**src/pkg/psupc_consts.svh**
```systemverilog
// offsets, field positions, reset values and timing counts of the protection sequencer
`ifndef PSUPC_CONSTS_SVH
`define PSUPC_CONSTS_SVH
// clock and millisecond tick
`define PSUPC_CLK_HZ        125000000
`define PSUPC_MS_CYC        (`PSUPC_CLK_HZ / 1000)
// times in milliseconds, and the width of the tick counters
`define PSUPC_T_ON_MIN_MS   5
`define PSUPC_T_ON_MAX_MS   400
`define PSUPC_T_PG_MIN_MS   100
`define PSUPC_T_OPP_MS      3
`define PSUPC_MSW           9
// tick counts, least times rounded up by one tick
`define PSUPC_ON_TICKS      9'd6
`define PSUPC_ON_MAX_TICKS  9'd400
`define PSUPC_PG_TICKS      9'd101
`define PSUPC_OPP_TICKS     9'd3
// register byte offsets
`define PSUPC_OFF_CTRL      8'h00
`define PSUPC_OFF_STATUS    8'h04
`define PSUPC_OFF_ADDR      8'h08
// control fields
`define PSUPC_CTRL_FORCE    0
`define PSUPC_CTRL_SWOFF    1
`define PSUPC_CTRL_RST      2'h0
// bus addresses
`define PSUPC_REC_BASE      8'ha0
`define PSUPC_MGT_BASE      8'hb0
// synchronised pin vector positions
`define PSUPC_P_ON_N        0
`define PSUPC_P_S0          1
`define PSUPC_P_S1          2
`define PSUPC_P_SCL         3
`define PSUPC_P_SDA         4
`define PSUPC_P_OC          5
`define PSUPC_P_SC          6
`define PSUPC_P_OPP         7
`define PSUPC_P_RATE        8
`define PSUPC_P_ACOK        9
`define PSUPC_P_SBF         10
`define PSUPC_P_WARN        11
`define PSUPC_P_REG         12
`define PSUPC_NPINS         13
// synchroniser reset value: idle level of every pin
`define PSUPC_PIN_RST       13'h021f
`endif

```
**src/pkg/psupc_pkg.sv**
```systemverilog
// types of the protection sequencer
package psupc_pkg;
  // main output sequence
  typedef enum logic [2:0] {SQ_OFF, SQ_DELAY, SQ_WREG, SQ_PGW, SQ_ON, SQ_FAIL} psupc_seq_t;
  // bus target address phase
  typedef enum logic [1:0] {TG_IDLE, TG_ADDR, TG_ACK, TG_SKIP} psupc_tgt_t;
endpackage : psupc_pkg

```
**src/core/psupc_top.sv**
```systemverilog
// protection latch, output sequencer, alert and bus target of the power module
//
// Chosen here: the AHB-Lite register port and the placing of the registers.
`timescale 1ns/1ns
`include "psupc_consts.svh"
module psupc_top #(
  parameter int P_MS_CYC = `PSUPC_MS_CYC  // clock cycles per millisecond tick
) (
  input  wire logic        i_ref_clk,          // 125 MHz clock
  input  wire logic        i_rst_n,            // standby power arrival, async low
  input  wire logic        i_remote_on_input_n,// on request, low active
  input  wire logic        i_addr_strap_bit0,  // strap pin, pulled up
  input  wire logic        i_addr_strap_bit1,  // strap pin, pulled up
  input  wire logic        i_scl,              // bus clock level
  input  wire logic        i_sda,              // bus data level
  output logic             o_sda,              // bus data drive value
  output logic             o_sda_oe,           // bus data pull low enable
  input  wire logic        i_overcurrent_trip, // main over limit
  input  wire logic        i_short_circuit_trip,// main short
  input  wire logic        i_overpower_trip,   // load above overpower point
  input  wire logic        i_above_rating,     // load above rated power
  input  wire logic        i_ac_ok,            // input power present
  input  wire logic        i_sb_fault,         // standby over current or short
  input  wire logic        i_warn,             // temp, failure, ov, uv, fan, oc warning
  input  wire logic        i_main_in_reg,      // main output within regulation
  output logic             o_main_en,          // main output enable
  output logic             o_sb_en,            // standby output enable
  output logic             o_pwr_good,         // power good, high is good
  output logic             o_alert,            // alert drive value
  output logic             o_alert_oe,         // alert pull low enable
  output logic             o_led_amber,        // amber indicator
  input  wire logic        hclk_unused_n,      // tie high; keeps port order stable
  input  wire logic        hsel,               // ahb slave select
  input  wire logic [7:0]  haddr,              // ahb byte address
  input  wire logic [1:0]  htrans,             // ahb transfer type
  input  wire logic        hwrite,             // ahb write
  input  wire logic [2:0]  hsize,              // ahb size
  input  wire logic [31:0] hwdata,             // ahb write data
  input  wire logic        hready,             // ahb bus ready
  output logic             hreadyout,          // ahb slave ready
  output logic             hresp,              // ahb response
  output logic [31:0]      hrdata              // ahb read data
);

  // pin synchroniser inputs and outputs
  logic [`PSUPC_NPINS-1:0] pin_raw;
  logic [`PSUPC_NPINS-1:0] pin_m_r;            // first stage, read by second only
  logic [`PSUPC_NPINS-1:0] pin_r;              // second stage
  localparam logic [`PSUPC_NPINS-1:0] PIN_RST = `PSUPC_PIN_RST;  // idle levels, no false edge after reset
  assign pin_raw = {i_main_in_reg, i_warn, i_sb_fault, i_ac_ok, i_above_rating,
                    i_overpower_trip, i_short_circuit_trip, i_overcurrent_trip,
                    i_sda, i_scl, i_addr_strap_bit1, i_addr_strap_bit0, i_remote_on_input_n};

  // two flops per pin
  genvar g;
  generate
    for (g = 0; g < `PSUPC_NPINS; g++) begin : g_sync
      always_ff @(posedge i_ref_clk or negedge i_rst_n) begin
        if (!i_rst_n) begin
          pin_m_r[g] <= PIN_RST[g];
          pin_r[g]   <= PIN_RST[g];
        end else begin
          pin_m_r[g] <= pin_raw[g];
          pin_r[g]   <= pin_m_r[g];
        end
      end
    end
  endgenerate

  logic req_on;                                // request active
  logic ac_ok;                                 // input power present
  assign req_on = ~pin_r[`PSUPC_P_ON_N];
  assign ac_ok  = pin_r[`PSUPC_P_ACOK];

  // millisecond tick divider
  logic [31:0] div_r;
  logic        tick;
  assign tick = (div_r == 32'(P_MS_CYC - 1));
  always_ff @(posedge i_ref_clk or negedge i_rst_n) begin
    if (!i_rst_n) begin
      div_r <= 32'h0;
    end else if (tick) begin
      div_r <= 32'h0;
    end else begin
      div_r <= div_r + 32'h1;
    end
  end

  // request history for re-activation edge
  logic req_d_r;
  always_ff @(posedge i_ref_clk or negedge i_rst_n) begin
    if (!i_rst_n) begin
      req_d_r <= 1'b0;
    end else begin
      req_d_r <= req_on;
    end
  end

  // overpower persistence counter in ticks
  logic [`PSUPC_MSW-1:0] opp_cnt_r;
  logic                  opp_trip;
  assign opp_trip = (opp_cnt_r >= `PSUPC_OPP_TICKS);
  always_ff @(posedge i_ref_clk or negedge i_rst_n) begin
    if (!i_rst_n) begin
      opp_cnt_r <= '0;
    end else if (!pin_r[`PSUPC_P_OPP]) begin
      opp_cnt_r <= '0;
    end else if (tick && !opp_trip) begin
      opp_cnt_r <= opp_cnt_r + 1'b1;
    end
  end

  // protection fault latch, set beats clear
  logic fault_r;
  logic fault_set;
  logic fault_clr;
  assign fault_set = pin_r[`PSUPC_P_OC] | pin_r[`PSUPC_P_SC] | opp_trip;
  assign fault_clr = (req_on & ~req_d_r) | ~ac_ok;
  always_ff @(posedge i_ref_clk or negedge i_rst_n) begin
    if (!i_rst_n) begin
      fault_r <= 1'b0;
    end else if (fault_set) begin
      fault_r <= 1'b1;
    end else if (fault_clr) begin
      fault_r <= 1'b0;
    end
  end

  // standby follows its own fault with no latch
  always_ff @(posedge i_ref_clk or negedge i_rst_n) begin
    if (!i_rst_n) begin
      o_sb_en <= 1'b0;
    end else begin
      o_sb_en <= ~pin_r[`PSUPC_P_SBF];
    end
  end

  // software control register
  logic [1:0] ctrl_r;
  logic       run_ok;                          // conditions to keep main on
  assign run_ok = req_on & ac_ok & ~fault_r & ~fault_set & ~ctrl_r[`PSUPC_CTRL_SWOFF];

  // main output sequencer
  psupc_pkg::psupc_seq_t seq_r;
  logic [`PSUPC_MSW-1:0] seq_cnt_r;            // ticks in current state
  always_ff @(posedge i_ref_clk or negedge i_rst_n) begin
    if (!i_rst_n) begin
      seq_r     <= psupc_pkg::SQ_OFF;
      seq_cnt_r <= '0;
    end else if (!run_ok) begin
      seq_r     <= (fault_r | fault_set) ? psupc_pkg::SQ_FAIL : psupc_pkg::SQ_OFF;
      seq_cnt_r <= '0;
    end else begin
      case (seq_r)
        psupc_pkg::SQ_OFF, psupc_pkg::SQ_FAIL: begin
          seq_r     <= psupc_pkg::SQ_DELAY;    // request accepted
          seq_cnt_r <= '0;
        end
        psupc_pkg::SQ_DELAY: begin
          if (seq_cnt_r >= `PSUPC_ON_TICKS) begin
            seq_r     <= psupc_pkg::SQ_WREG;
            seq_cnt_r <= '0;
          end else if (tick) begin
            seq_cnt_r <= seq_cnt_r + 1'b1;
          end
        end
        psupc_pkg::SQ_WREG: begin
          if (pin_r[`PSUPC_P_REG]) begin
            seq_r     <= psupc_pkg::SQ_PGW;    // regulation reached
            seq_cnt_r <= '0;
          end else if (seq_cnt_r >= `PSUPC_ON_MAX_TICKS) begin
            seq_r     <= psupc_pkg::SQ_FAIL;
          end else if (tick) begin
            seq_cnt_r <= seq_cnt_r + 1'b1;
          end
        end
        psupc_pkg::SQ_PGW: begin
          if (!pin_r[`PSUPC_P_REG]) begin
            seq_r     <= psupc_pkg::SQ_WREG;   // lost regulation, restart wait
            seq_cnt_r <= '0;
          end else if (seq_cnt_r >= `PSUPC_PG_TICKS) begin
            seq_r     <= psupc_pkg::SQ_ON;
          end else if (tick) begin
            seq_cnt_r <= seq_cnt_r + 1'b1;
          end
        end
        psupc_pkg::SQ_ON: begin
          seq_r <= psupc_pkg::SQ_ON;           // held until run_ok drops: request or input power lost, fault, or software off
        end
        default: begin
          seq_r <= psupc_pkg::SQ_OFF;
        end
      endcase
    end
  end

  // main enable and power good from the sequence
  logic main_nxt;
  logic pg_nxt;
  assign main_nxt = run_ok && (seq_r == psupc_pkg::SQ_WREG || seq_r == psupc_pkg::SQ_PGW ||
                               seq_r == psupc_pkg::SQ_ON);
  assign pg_nxt   = run_ok && (seq_r == psupc_pkg::SQ_ON) && pin_r[`PSUPC_P_REG];
  always_ff @(posedge i_ref_clk or negedge i_rst_n) begin
    if (!i_rst_n) begin
      o_main_en  <= 1'b0;
      o_pwr_good <= 1'b0;
    end else begin
      o_main_en  <= main_nxt;
      o_pwr_good <= pg_nxt;
    end
  end

  // alert and amber indicator share one flop
  logic alert_r;
  logic alert_nxt;
  assign alert_nxt = pin_r[`PSUPC_P_WARN] | pin_r[`PSUPC_P_RATE] | pin_r[`PSUPC_P_OPP] |
                     ~ac_ok | fault_r | ctrl_r[`PSUPC_CTRL_FORCE];
  always_ff @(posedge i_ref_clk or negedge i_rst_n) begin
    if (!i_rst_n) begin
      alert_r <= 1'b0;
    end else begin
      alert_r <= alert_nxt;
    end
  end
  assign o_alert     = 1'b0;     // open drain, only pulls low
  assign o_alert_oe  = alert_r;
  assign o_led_amber = alert_r;

  // strap decode, open pin reads as one
  logic [7:0] rec_addr;
  logic [7:0] mgt_addr;
  logic [7:0] strap_off;
  assign strap_off = {5'h0, pin_r[`PSUPC_P_S1], pin_r[`PSUPC_P_S0], 1'b0};
  assign rec_addr  = `PSUPC_REC_BASE | strap_off;
  assign mgt_addr  = `PSUPC_MGT_BASE | strap_off;

  // bus target: address phase and acknowledge only
  psupc_pkg::psupc_tgt_t tg_r;
  logic       scl_d_r;
  logic       sda_d_r;
  logic [7:0] sh_r;                            // address shift
  logic [3:0] bit_r;                           // bits received
  logic       hit_r;                           // last address matched
  logic       scl_rise;
  logic       scl_fall;
  logic       start_c;
  logic       stop_c;
  logic       match;
  assign scl_rise = pin_r[`PSUPC_P_SCL] & ~scl_d_r;
  assign scl_fall = ~pin_r[`PSUPC_P_SCL] & scl_d_r;
  assign start_c  = pin_r[`PSUPC_P_SCL] & scl_d_r & sda_d_r & ~pin_r[`PSUPC_P_SDA];
  assign stop_c   = pin_r[`PSUPC_P_SCL] & scl_d_r & ~sda_d_r & pin_r[`PSUPC_P_SDA];
  assign match    = (sh_r[7:1] == rec_addr[7:1]) | (sh_r[7:1] == mgt_addr[7:1]);
  always_ff @(posedge i_ref_clk or negedge i_rst_n) begin
    if (!i_rst_n) begin
      tg_r    <= psupc_pkg::TG_IDLE;
      scl_d_r <= 1'b1;
      sda_d_r <= 1'b1;
      sh_r    <= 8'h00;
      bit_r   <= 4'h0;
      hit_r   <= 1'b0;
    end else begin
      scl_d_r <= pin_r[`PSUPC_P_SCL];
      sda_d_r <= pin_r[`PSUPC_P_SDA];
      if (start_c) begin
        tg_r  <= psupc_pkg::TG_ADDR;           // start or repeated start
        bit_r <= 4'h0;
      end else if (stop_c) begin
        tg_r  <= psupc_pkg::TG_IDLE;
      end else begin
        case (tg_r)
          psupc_pkg::TG_ADDR: begin
            if (scl_rise) begin
              sh_r  <= {sh_r[6:0], pin_r[`PSUPC_P_SDA]};
              bit_r <= bit_r + 4'h1;
            end else if (scl_fall && bit_r == 4'h8) begin
              hit_r <= match;
              tg_r  <= match ? psupc_pkg::TG_ACK : psupc_pkg::TG_SKIP;
            end
          end
          psupc_pkg::TG_ACK: begin
            if (scl_fall) begin
              tg_r <= psupc_pkg::TG_SKIP;      // release after ninth clock
            end
          end
          psupc_pkg::TG_IDLE, psupc_pkg::TG_SKIP: begin
            tg_r <= tg_r;                      // wait for start or stop
          end
          default: begin
            tg_r <= psupc_pkg::TG_IDLE;
          end
        endcase
      end
    end
  end
  assign o_sda    = 1'b0;                              // never drives high
  assign o_sda_oe = (tg_r == psupc_pkg::TG_ACK);

  // ahb address phase capture
  logic       ph_wr_r;
  logic [7:0] ph_addr_r;
  logic       take;
  assign take = hsel & hready & htrans[1];
  always_ff @(posedge i_ref_clk or negedge i_rst_n) begin
    if (!i_rst_n) begin
      ph_wr_r   <= 1'b0;
      ph_addr_r <= 8'h00;
    end else if (hready) begin
      ph_wr_r   <= take & hwrite & (hsize == 3'h2);
      ph_addr_r <= haddr;
    end
  end

  // control register write
  always_ff @(posedge i_ref_clk or negedge i_rst_n) begin
    if (!i_rst_n) begin
      ctrl_r <= `PSUPC_CTRL_RST;
    end else if (ph_wr_r && ph_addr_r == `PSUPC_OFF_CTRL) begin
      ctrl_r <= hwdata[1:0];
    end
  end

  // read data, zero on unmapped offsets
  logic [31:0] rd_nxt;
  always_comb begin
    rd_nxt = 32'h0;
    case (haddr)
      `PSUPC_OFF_CTRL:   rd_nxt = {30'h0, ctrl_r};
      `PSUPC_OFF_STATUS: rd_nxt = {20'h0, hit_r, pin_r[`PSUPC_P_S1], pin_r[`PSUPC_P_S0], ac_ok,
                                   alert_r, o_sb_en, o_pwr_good, o_main_en, fault_r, seq_r};
      `PSUPC_OFF_ADDR:   rd_nxt = {16'h0, mgt_addr, rec_addr};
      default:           rd_nxt = 32'h0;
    endcase
  end
  always_ff @(posedge i_ref_clk or negedge i_rst_n) begin
    if (!i_rst_n) begin
      hrdata <= 32'h0;
    end else if (take && !hwrite) begin
      hrdata <= rd_nxt;
    end
  end
  assign hreadyout = 1'b1;  // zero wait states
  assign hresp     = 1'b0;  // always okay

endmodule : psupc_top

```
**config.mk**
```make
export PLATFORM = sky130hd
export DESIGN_NAME = psupc_top
export DESIGN_NICKNAME = d
export VERILOG_FILES = /design/src/pkg/psupc_pkg.sv /design/src/core/psupc_top.sv
export VERILOG_INCLUDE_DIRS = /design/src /design/src/pkg
export SDC_FILE = /design/constraint.sdc
export NUM_CORES = 1
export LEC_CHECK = 0
export BUFFER_PORTS_ARGS = -buffer_cell sky130_fd_sc_hd__buf_2
export CAP_MARGIN = 20
export CORE_ASPECT_RATIO = 1.75
export CORE_MARGIN = 3
export CORE_UTILIZATION = 30
export CTS_BUF_LIST = sky130_fd_sc_hd__clkbuf_8
export CTS_CLUSTER_SIZE = 8
export DETAILED_ROUTE_END_ITERATION = 12
export HOLD_SLACK_MARGIN = 0.15
export PLACE_DENSITY_LB_ADDON = 0.12
export SLEW_MARGIN = 30
export SYNTH_ARGS = -nofsm -noshare
export SYNTH_HDL_FRONTEND = slang
export SYNTH_SLANG_ARGS = --single-unit
```
**constraint.sdc**
```tcl
create_clock -name i_ref_clk -period 2.3 [get_ports i_ref_clk]
set_input_delay 0.345 -clock i_ref_clk [delete_from_list [all_inputs] [get_ports i_ref_clk]]
set_output_delay 0.345 -clock i_ref_clk [all_outputs]
set_load 0.1 [all_outputs]
```
# [After elaboration in Yosys (flattened, before gate mapping)]
# Index checks and enable logic that the tools add are counted.
[op_classes] n_mux=33 n_lt_le_gt_ge=4 n_reduce_logical=26 eq_ne=27 bitwise_logic=40 n_addsub=4
[op_table] operator="9-bit two-way mux" count=9
[op_table] operator="16-bit one-hot mux with 3 select lines" count=1
[op_table] operator="9-bit one-hot mux with 4 select lines" count=1
[op_table] operator="32-bit by 1-bit adder with 32-bit output (second input constant)" count=1
[op_table] operator="32-bit by 17-bit == test with 1-bit output (second input constant)" count=1
[op_table] operator="32-bit two-way mux" count=1
[op_table] operator="4-bit inequality test (second input constant)" count=6
[op_table] operator="3-bit two-way mux" count=7
[op_table] operator="9-bit by 1-bit adder with 9-bit output (second input constant)" count=2
[op_table] operator="1-bit bitwise AND" count=16
[op_table] operator="8-bit zero test" count=2
[op_table] operator="4-bit two-way mux" count=4
[op_table] operator="3-bit one-hot mux with 5 select lines" count=1
[op_table] operator="7-bit == test" count=2
[op_table] operator="1-bit inverter" count=14
[op_table] operator="2-bit two-way mux" count=5
[op_table] operator="1-bit bitwise OR" count=10
[op_table] operator="3-bit by 2-bit == test with 1-bit output (second input constant)" count=3
[op_table] operator="9-bit by 2-bit >= comparator with 1-bit output (second input constant)" count=1
[op_table] operator="9-bit by 3-bit >= comparator with 1-bit output (second input constant)" count=1
[op_table] operator="9-bit by 7-bit >= comparator with 1-bit output (second input constant)" count=1
[op_table] operator="9-bit >= comparator (second input constant)" count=1
[op_table] operator="3-bit AND reduction" count=3
[op_table] operator="8-bit by 3-bit == test with 1-bit output (second input constant)" count=1
[op_table] operator="23 further kinds" count=40
[word_totals] register_bits=145 inputBits=64 word_cells=180 output_inout_bits=42

# [Depth between registers and ports, before layout]
# Gate-level depths: netlist of the first run.
[depth] word_depth=8 ltp_mapped=9 mapped_depth_nobuf=8

# [Worst setup path before layout of the first run]
# No wires, ideal clock.
[synth_timing] path_kind="flip-flop to flip-flop" start="register pin_r[9], in the netlist ac_ok" end="register seq_cnt_r[7]" period_less_slack_ns=1.909 t_arrival_ns=1.781 stages_incl_launch_ff=7 setup_time_ns=0.128 path_slack_ns=0.391 cell_sequence="dfstp_2 > or3b_1 > nor4_2 > or2b_4 > o2111ai_1 > xor2_1 > nor2_1"
[synth_between] elab_chain_cells=6
[synth_rtl] element="start, declared" line="psupc_top.sv:48" source="logic [`PSUPC_NPINS-1:0] pin_r;"
[synth_rtl] element="start signal, assigned by index" line="psupc_top.sv:61" source="pin_r[g] <= PIN_RST[g];"
[synth_rtl] element="start signal, assigned by index" line="psupc_top.sv:64" source="pin_r[g] <= pin_m_r[g];"
[synth_rtl] element="1-bit bitwise AND * (4 in series)" line="psupc_top.sv:141" source="assign run_ok = req_on & ac_ok & ~fault_r & ~fault_set & ~ctrl_r[`PSUPC_CTRL_SWOFF];"
[synth_rtl] element="5-bit by 1-bit inequality test with 1-bit output (no line) / 4-bit inequality test (equally long branches)"
[synth_rtl] element="3-bit AND reduction (no line)"
[synth_rtl] element="end signal, assigned" line="psupc_top.sv:164" source="seq_cnt_r <= seq_cnt_r + 1'b1;"
[synth_rtl] element="end signal, assigned" line="psupc_top.sv:174" source="seq_cnt_r <= seq_cnt_r + 1'b1;"
[synth_rtl] element="end signal, assigned" line="psupc_top.sv:184" source="seq_cnt_r <= seq_cnt_r + 1'b1;"
[synth_rtl] element="end, declared" line="psupc_top.sv:145" source="logic [`PSUPC_MSW-1:0] seq_cnt_r;"
# Every way passes the cells marked *; elsewhere a longest branch is shown, timed or not.
# A chain may end at the register's enable or synchronous reset.

# [Worst setup path after layout of the first run]
[layout_timing] start="register seq_cnt_r[0]" end="register seq_cnt_r[6]"
[layout_between] elab_chain_cells=6
[layout_rtl] element="9-bit by 1-bit adder with 9-bit output" line="psupc_top.sv:164, psupc_top.sv:174, psupc_top.sv:184"
[layout_rtl] element="9-bit two-way mux" line="psupc_top.sv:163, psupc_top.sv:173, psupc_top.sv:183"
[layout_rtl] element="9-bit two-way mux, on equally long branches" line="psupc_top.sv:181, psupc_top.sv:171"
[layout_rtl] element="9-bit two-way mux, on equally long branches" line="psupc_top.sv:178, psupc_top.sv:168"
[layout_rtl] element="9-bit one-hot mux with 4 select lines" line="psupc_top.sv:154" source="case (seq_r)"
[layout_rtl] element="9-bit two-way mux" line="psupc_top.sv:150" source="end else if (!run_ok) begin"
# Several ways; a longest one is shown, not always the timed one. The select of a mux whose other input is x is not followed.

==> summary.md, run 1 <==
| Metric | Value |
|---|---|
| Run status | completed |
| Fin crit share | 93.8% |
| P_leak | 3.18 nW |
| Initial core utilization | 30.9% |
| Commonest non-fill, non-tap cell in the layout | dfrtp_1 |
| Crit-path max FO | 6 |
| Reg area | 3170 um2 |
| Routed len/inst | 14.2 um |
| Total grt overflow | 0 |
| Total CTS buffers | 17 |
| I/O Buffers | 52 |
| Io pins | 106 |
| Clk root buf | clkbuf_8 |
| Final hold violation count | 0 |
| Number of diodes | 0 |
| Syn_area_per_cell | 11.5 um2 |
| H-tree depth | 4 |
| Core Footprint | 18,200 um2 |
| Max Slew Vio Count | 0 |
| Initial antenna violation count | 0 |
| Area contributors post-synth | dfrtp_1 50%, dfstp_2 6.5%, mux2_2 3.8% |
| Crit Path Class | reg2reg |
| Worst Setup End Kind | register |
| Max Cap Violations | 0 |
| CTS tree | built |
| Seq/Total Area, Yosys | 56.2% |
| Worst VDD drop | 0.356 mV |
| Tmin final | 2160 ps |
| GP Congestion | 0.748 |
| Area of the multi-input gates | 2240 um2 |
| Fin nets | 660 |
| Setup Viol. Count Final | 0 |
| Gr usage total | 12.3% |
| Number of cell rows | 65 |
| # DRC | 0 |
| CTS Sinks | 126 |
| Unique masters post-synth | 66 |
| Post-CTS Hold Buffers | 23 |
| Share of cells above drive strength 1 | 25.0% |
| Startpoint Class | register |
| Number of routed nets with antenna violations | 0 |
| Layout Utilization | 37.9% |
| RSZ-0062 raised after global routing | false |
| Post-synthesis cell area | 5640 um2 |
| Worst Reg2Reg Path Length in Cells | 7 |
| Number of flops mapped to enable cells by yosys | 0 |
| Top_reg_cell synth | dfrtp_1 |
| DR vias/cell | 4.67 |
| DR iter-0 viols | 104 |
| Die width | 110 um |
| Clk_lat worst skew | 450 ps |
| DP HPWL | 8600 um |
| Signal arrival time at the worst endpoint | 2500 ps |
| Post-cts sizing count | 0 |
| Worst min-delay path class | in2reg |
| Worst Skew | 12.8 ps |
| Synth-to-Final Area Change | 22.4% |
| PD cells | 801 nW/um2 |
| Mapped Cells | 492 |
| Detailed Route WL | 11,800 um |
| Post-synth top area share | 49.7% |
| Req. time, crit path | 2640 ps |
| Vias in the first global route | 4,035 |
| Vias | 3,894 |
| Yosys warns | 0 |
| First-pass GRT wire length | 19,900 um |
| CTS Buffer Depth | 2 |
| Largest net degree at the start of global routing | 61 |
| Actual slew at the worst max-slew pin | 498 ps |
| First drt pass iteration count | 4 |
| Cell taking the most area after synthesis | dfrtp_1 |
| Yosys reg bits | 126 |
| Die Area | 20,500 um2 |
| Filler cells | 1,820 |
| Ys async rst share | 100% |
| Maximum clock rate | 463 MHz |
| WHS Path Cells | 3 |
| Worst-path clk slew | 80 ps |
| Setup bufs post-CTS | 0 |
| Die Height | 187 um |
| Worst slew margin | 66.5% |
| TNS Setup | 0 ps |
| Most frequent cells in the layout | 112 x dfrtp_1, 51 x buf_2, 39 x nor2_1, 29 x nand2_1 |
-- report_power, final --
group	leakage (nW)	internal, W	switching [W]
clock	0.244	0.00151	0.000915
sequential	1.60	0.00236	0.000105
combinational	1.33	0.000219	0.000418
-- cells in the mapped netlist, types with 11 or more instances --
| cell type | n |
|---|---|
| nand3_1 | 15 |
| nor2_1 | 39 |
| mux2_2 | 19 |
| nand2_1 | 29 |
| inv_1 | 22 |
| nor4_1 | 11 |
| dfrtp_1 | 112 |
| o21ai_0 | 15 |
| xor2_1 | 21 |
| buf_4 | 24 |
| and3_1 | 11 |
| xnor2_1 | 18 |
| dfstp_2 | 14 |
-- through the flow --
step / setup slack (ps) / hold slack (ps) / cell area [um2] / total power [W] / std cells
5_1_grt: 20.7 / 193 / 6900 / 0.00579 / 834
6_report: 142 / 202 / 6900 / 0.00553 / 834
3_3_place_gp: 193 / 286 / 6170 / 0.00311 / 779
3_5_place_dp: 156 / 290 / 6170 / 0.00313 / 779
4_1_cts: 146 / 165 / 6900 / 0.00562 / 834
2_1_floorplan: 391 / 49.4 / 5710 / 0.00298 / 511
-- final timing paths --
| path | from | endpoint | slack, ps |
|---|---|---|---|
| setup / recovery | seq_cnt_r[0] | seq_cnt_r[6] | 140 |
| hold / removal | hsel | ph_wr_r | 200 |
| setup reg to reg | seq_cnt_r[0] | seq_cnt_r[6] | 140 |
| hold reg to reg | pin_m_r[10] | pin_r[10] | 350 |
| max in group asynchronous | i_rst_n | pin_m_r[3] | 1230 |
| min in group asynchronous | i_rst_n | tg_r[0] | 360 |
-- metal layers --
layer,routed length [um],share of wire [%],vias up,track usage [%]
li1,-,-,1885,-
met1,4940,42,1924,14.2
met2,6250,53,69,21.2
met3,403,3.4,16,3.01
met4,245,2.1,0,5.52
met5,0,0,-,0
-- layout make-up --
class	count	share of cell area (%)
flip-flops and latches	126	46.0
clock buffers	17	3.39
repair buffers	89	8.85
well taps	234	4.24
clock inverters	15	3.88
inverters	22	1.20
multi-input cells	331	32.5
-- flip-flops by register name (all words and copies together), names as in the netlist, 2 cells and up --
signal and count:
sh_r 8, seq_r 3, seq_cnt_r 9, div_r 32, mgt_addr 2, ph_addr_r 8, tg_r 2, bit_r 4
pin_m_r 13, pin_r 10, ctrl_r 2, opp_cnt_r 9, hrdata 13
-- logic make-up after synthesis --
kind of cell | after synthesis | share of synthesized area [%]
XOR/XNOR | 39 | 6.06
AO/OA/AOI/OAI | 67 | 8.57
multiplexers | 22 | 4.33
other | 2 | 0.133
AND/OR/NAND/NOR | 173 | 17.4
flip-flops | 126 | 56.2
buffers and inverters | 54 | 5.28
adder cells (fa/ha/maj) | 9 | 2.00
-- worst max-delay path, stage by stage (launching register included) --
cell and delay [ps]:
dfrtp_1 440, ha_1 220, nor3_1 240, o221ai_1 240, a22oi_2 340, nand2b_1 270
o21ai_0 120, a21o_1 190
No activity file was read; power rests on OpenSTA's default activity.
==> run 2, diff against run 1 <==
- CORE_UTILIZATION: 30 -> 55
==> summary.md, run 2 (same netlist as run 1, synthesis figures left out) <==
| Metric | Value |
|---|---|
| Combinational share of power | 13.1% (+1.6 points) |
| Fin crit share | 94.0% (+0.24 points) |
| Core Footprint | 9910 um2 (-46%) |
| Maximum clock rate | 462 MHz (-0.25%) |
| Filler cells | 786 (-57%) |
| Worst Skew | 12.4 ps (-0.433 ps) |
| WHS Path Cells | 2 (-1) |
| R2R setup slack | 140 ps (about the same) |
| Gr usage total | 20.2% (+7.9 points) |
| Detailed Route WL | 10,700 um (-9.3%) |
| Total grt overflow | 0 (unchanged) |
| Commonest non-fill, non-tap cell in the layout | dfrtp_1 |
| Routed len/inst | 14.9 um (+4.9%) |
| DR iter-0 viols | 177 (+70%) |
| Synth-to-Final Area Change | 17.2% |
| DP HPWL | 7760 um (-9.7%) |
| First-pass GRT wire length | 18,000 um (-9.3%) |
| Crit-path max FO | 4 (-2) |
| Vias | 3,850 (-1.1%) |
| First drt pass iteration count | 4 (unchanged) |
| Hold endpoint | hrdata[0] |
| Final worst slack | 137 ps (-5.48 ps) |
| Worst min-delay path class | in2reg |
| Initial antenna violation count | 0 (unchanged) |
| Die Height | 140 um (-25%) |
| Clk root buf | clkbuf_8 |
| Setup Viol. Count Final | 0 (unchanged) |
| Crit path largest cell delay | 390 ps (-50 ps) |
| Worst-path clk slew | 80 ps (about the same) |
| Clock share of power | 36.5% (-7.4 points) |
| Largest registers | div_r: 32 flops, hrdata: 13 flops, pin_m_r: 13 flops |
| Max reg flops | 32 (unchanged) |
| Fin area | 6610 um2 (-4.2%) |
| Max Slew Vio Count | 0 (unchanged) |
| Fin nets | 656 (-0.61%) |
| Vias in the first global route | 3,930 (-2.6%) |
| Most frequent cells in the layout | 112 x dfrtp_1, 51 x buf_2, 39 x nor2_1, 29 x nand2_1 |
| Number of cell rows | 48 (-26%) |
| Io pins | 106 (unchanged) |
| Biggest register | div_r |
| Crit Reg-Reg Endpoint | div_r[28] |
| Signal arrival time at the worst endpoint | 2520 ps (+20 ps) |
| Worst VDD drop | 0.587 mV (+65%) |
| Sequential Power Share | 50.4% (+5.8 points) |
| # DRC | 0 (unchanged) |
| Die Area | 11,500 um2 (-44%) |
| RR Startpoint | div_r[0] |
| Sw frac | 29.6% (+3.5 points) |
| Req. time, crit path | 2650 ps (about the same) |
| Post-Place Cell Area | 6010 um2 (-2.6%) |
| Largest net degree at the start of global routing | 70 (+15%) |
| Number of routed nets with antenna violations | 0 (unchanged) |
| PnR Total Power | 0.00489 W (-11%) |
| RSZ-0062 raised after global routing | false |
| Clk_lat worst skew | 430 ps (-20 ps) |
| Final Hold Slack | 181 ps (-20.7 ps) |
| CTS Sinks | 126 (unchanged) |
| Total CTS buffers | 17 (unchanged) |
| P_leak | 3.10 nW (-2.4%) |
| H-tree depth | 4 (unchanged) |
| CTS Buffer Depth | 2 (unchanged) |
| Worst Reg2Reg Path Length in Cells | 7 (unchanged) |
| Pre-CTS setup slack | 128 ps (-28.3 ps) |
| Internal Power | 0.00344 W (-16%) |
| CTS tree | built |
| Share of cells above drive strength 1 | 25.0% (unchanged) |
| Crit-path cells | ha_1, nand4_1, or3_1, nor2_1, nand4_2, nor3_2, xor2_1 |
| Sw power | 0.00145 W (+0.52%) |
| PD cells | 740 nW/um2 (-7.6%) |
| Final hold violation count | 0 (unchanged) |
| I/O Buffers | 52 (unchanged) |
| Number of diodes | 0 (unchanged) |
| Hold Crit Start | haddr[3] |
| Initial core utilization | 56.9% (+26 points) |
| Critical-path top delay cell | dfrtp_1 |
| Die width | 82.5 um (-25%) |
| Run status | completed |
| DR vias/cell | 5.34 (+14%) |
| TNS Setup | 0 ps (unchanged) |
| Max Cap Violations | 0 (unchanged) |
| GP Congestion | 0.822 (+9.9%) |
| Startpoint Class | register |
| Tmin final | 2160 ps (+5.48 ps) |
| Crit Path Class | reg2reg |
| Worst Setup End Kind | register |
## run 2: power by group through the flow
stage / registers, W / clock network, W / logic (W)
after global routing: 0.00249 / 0.00194 / 0.000699
after floorplan: 0.00249 / 0 / 0.000498
final: 0.00246 / 0.00179 / 0.000640
after detailed placement: 0.00251 / 0 / 0.000616
after CTS: 0.00247 / 0.00185 / 0.000647
after global placement: 0.00250 / 0 / 0.000593
## run 2: worst max path at each step
stage	endpoint	start	slack, ps
2_1_floorplan	seq_cnt_r[7]	ac_ok	390
3_3_place_gp	div_r[28]	div_r[0]	180
3_5_place_dp	div_r[28]	div_r[0]	130
4_1_cts	div_r[28]	div_r[0]	120
5_1_grt	div_r[28]	div_r[0]	20
6_report	div_r[28]	div_r[0]	140
## run 2: what timing repair did
item,4_1_cts,5_1_grt
hold buffers,22,0
setup endpoints to repair,0,2
buffers inserted,0,0
resized for setup,0,1
hold endpoints to repair,44,0
## run 2: cell type report
| cell class | count | area (um2) | area share, % |
|---|---|---|---|
| Clock buffer | 17 | 234 | 3.54 |
| Clock inverter | 15 | 138 | 2.08 |
| Inverter | 22 | 82.6 | 1.25 |
| Multi-Input combinational cell | 331 | 2250 | 34.0 |
| Sequential cell | 126 | 3170 | 48.0 |
| Tap cell | 125 | 156 | 2.37 |
| Timing Repair Buffer | 85 | 578 | 8.75 |
## run 2: metal layers
layer | track usage, % | wire length (um)
met5 | 0 | 0
met4 | 7.49 | 74
met3 | 4.76 | 375
met2 | 36.4 | 6230
met1 | 22.3 | 4050
## run 2: metrics by stage
stage	util (%)	instances
after global routing	66.7	721
final	66.7	721
after detailed placement	60.6	667
after floorplan	-	511
after CTS	66.6	721
after global placement	60.6	667
## run 2: critical path, delay by kind of cell (launching register included)
family,cells,cell delay [ps]
flip-flops,1,390
adder cells (fa/ha/maj),1,250
AND/OR/NAND/NOR,5,1290
XOR/XNOR,1,160
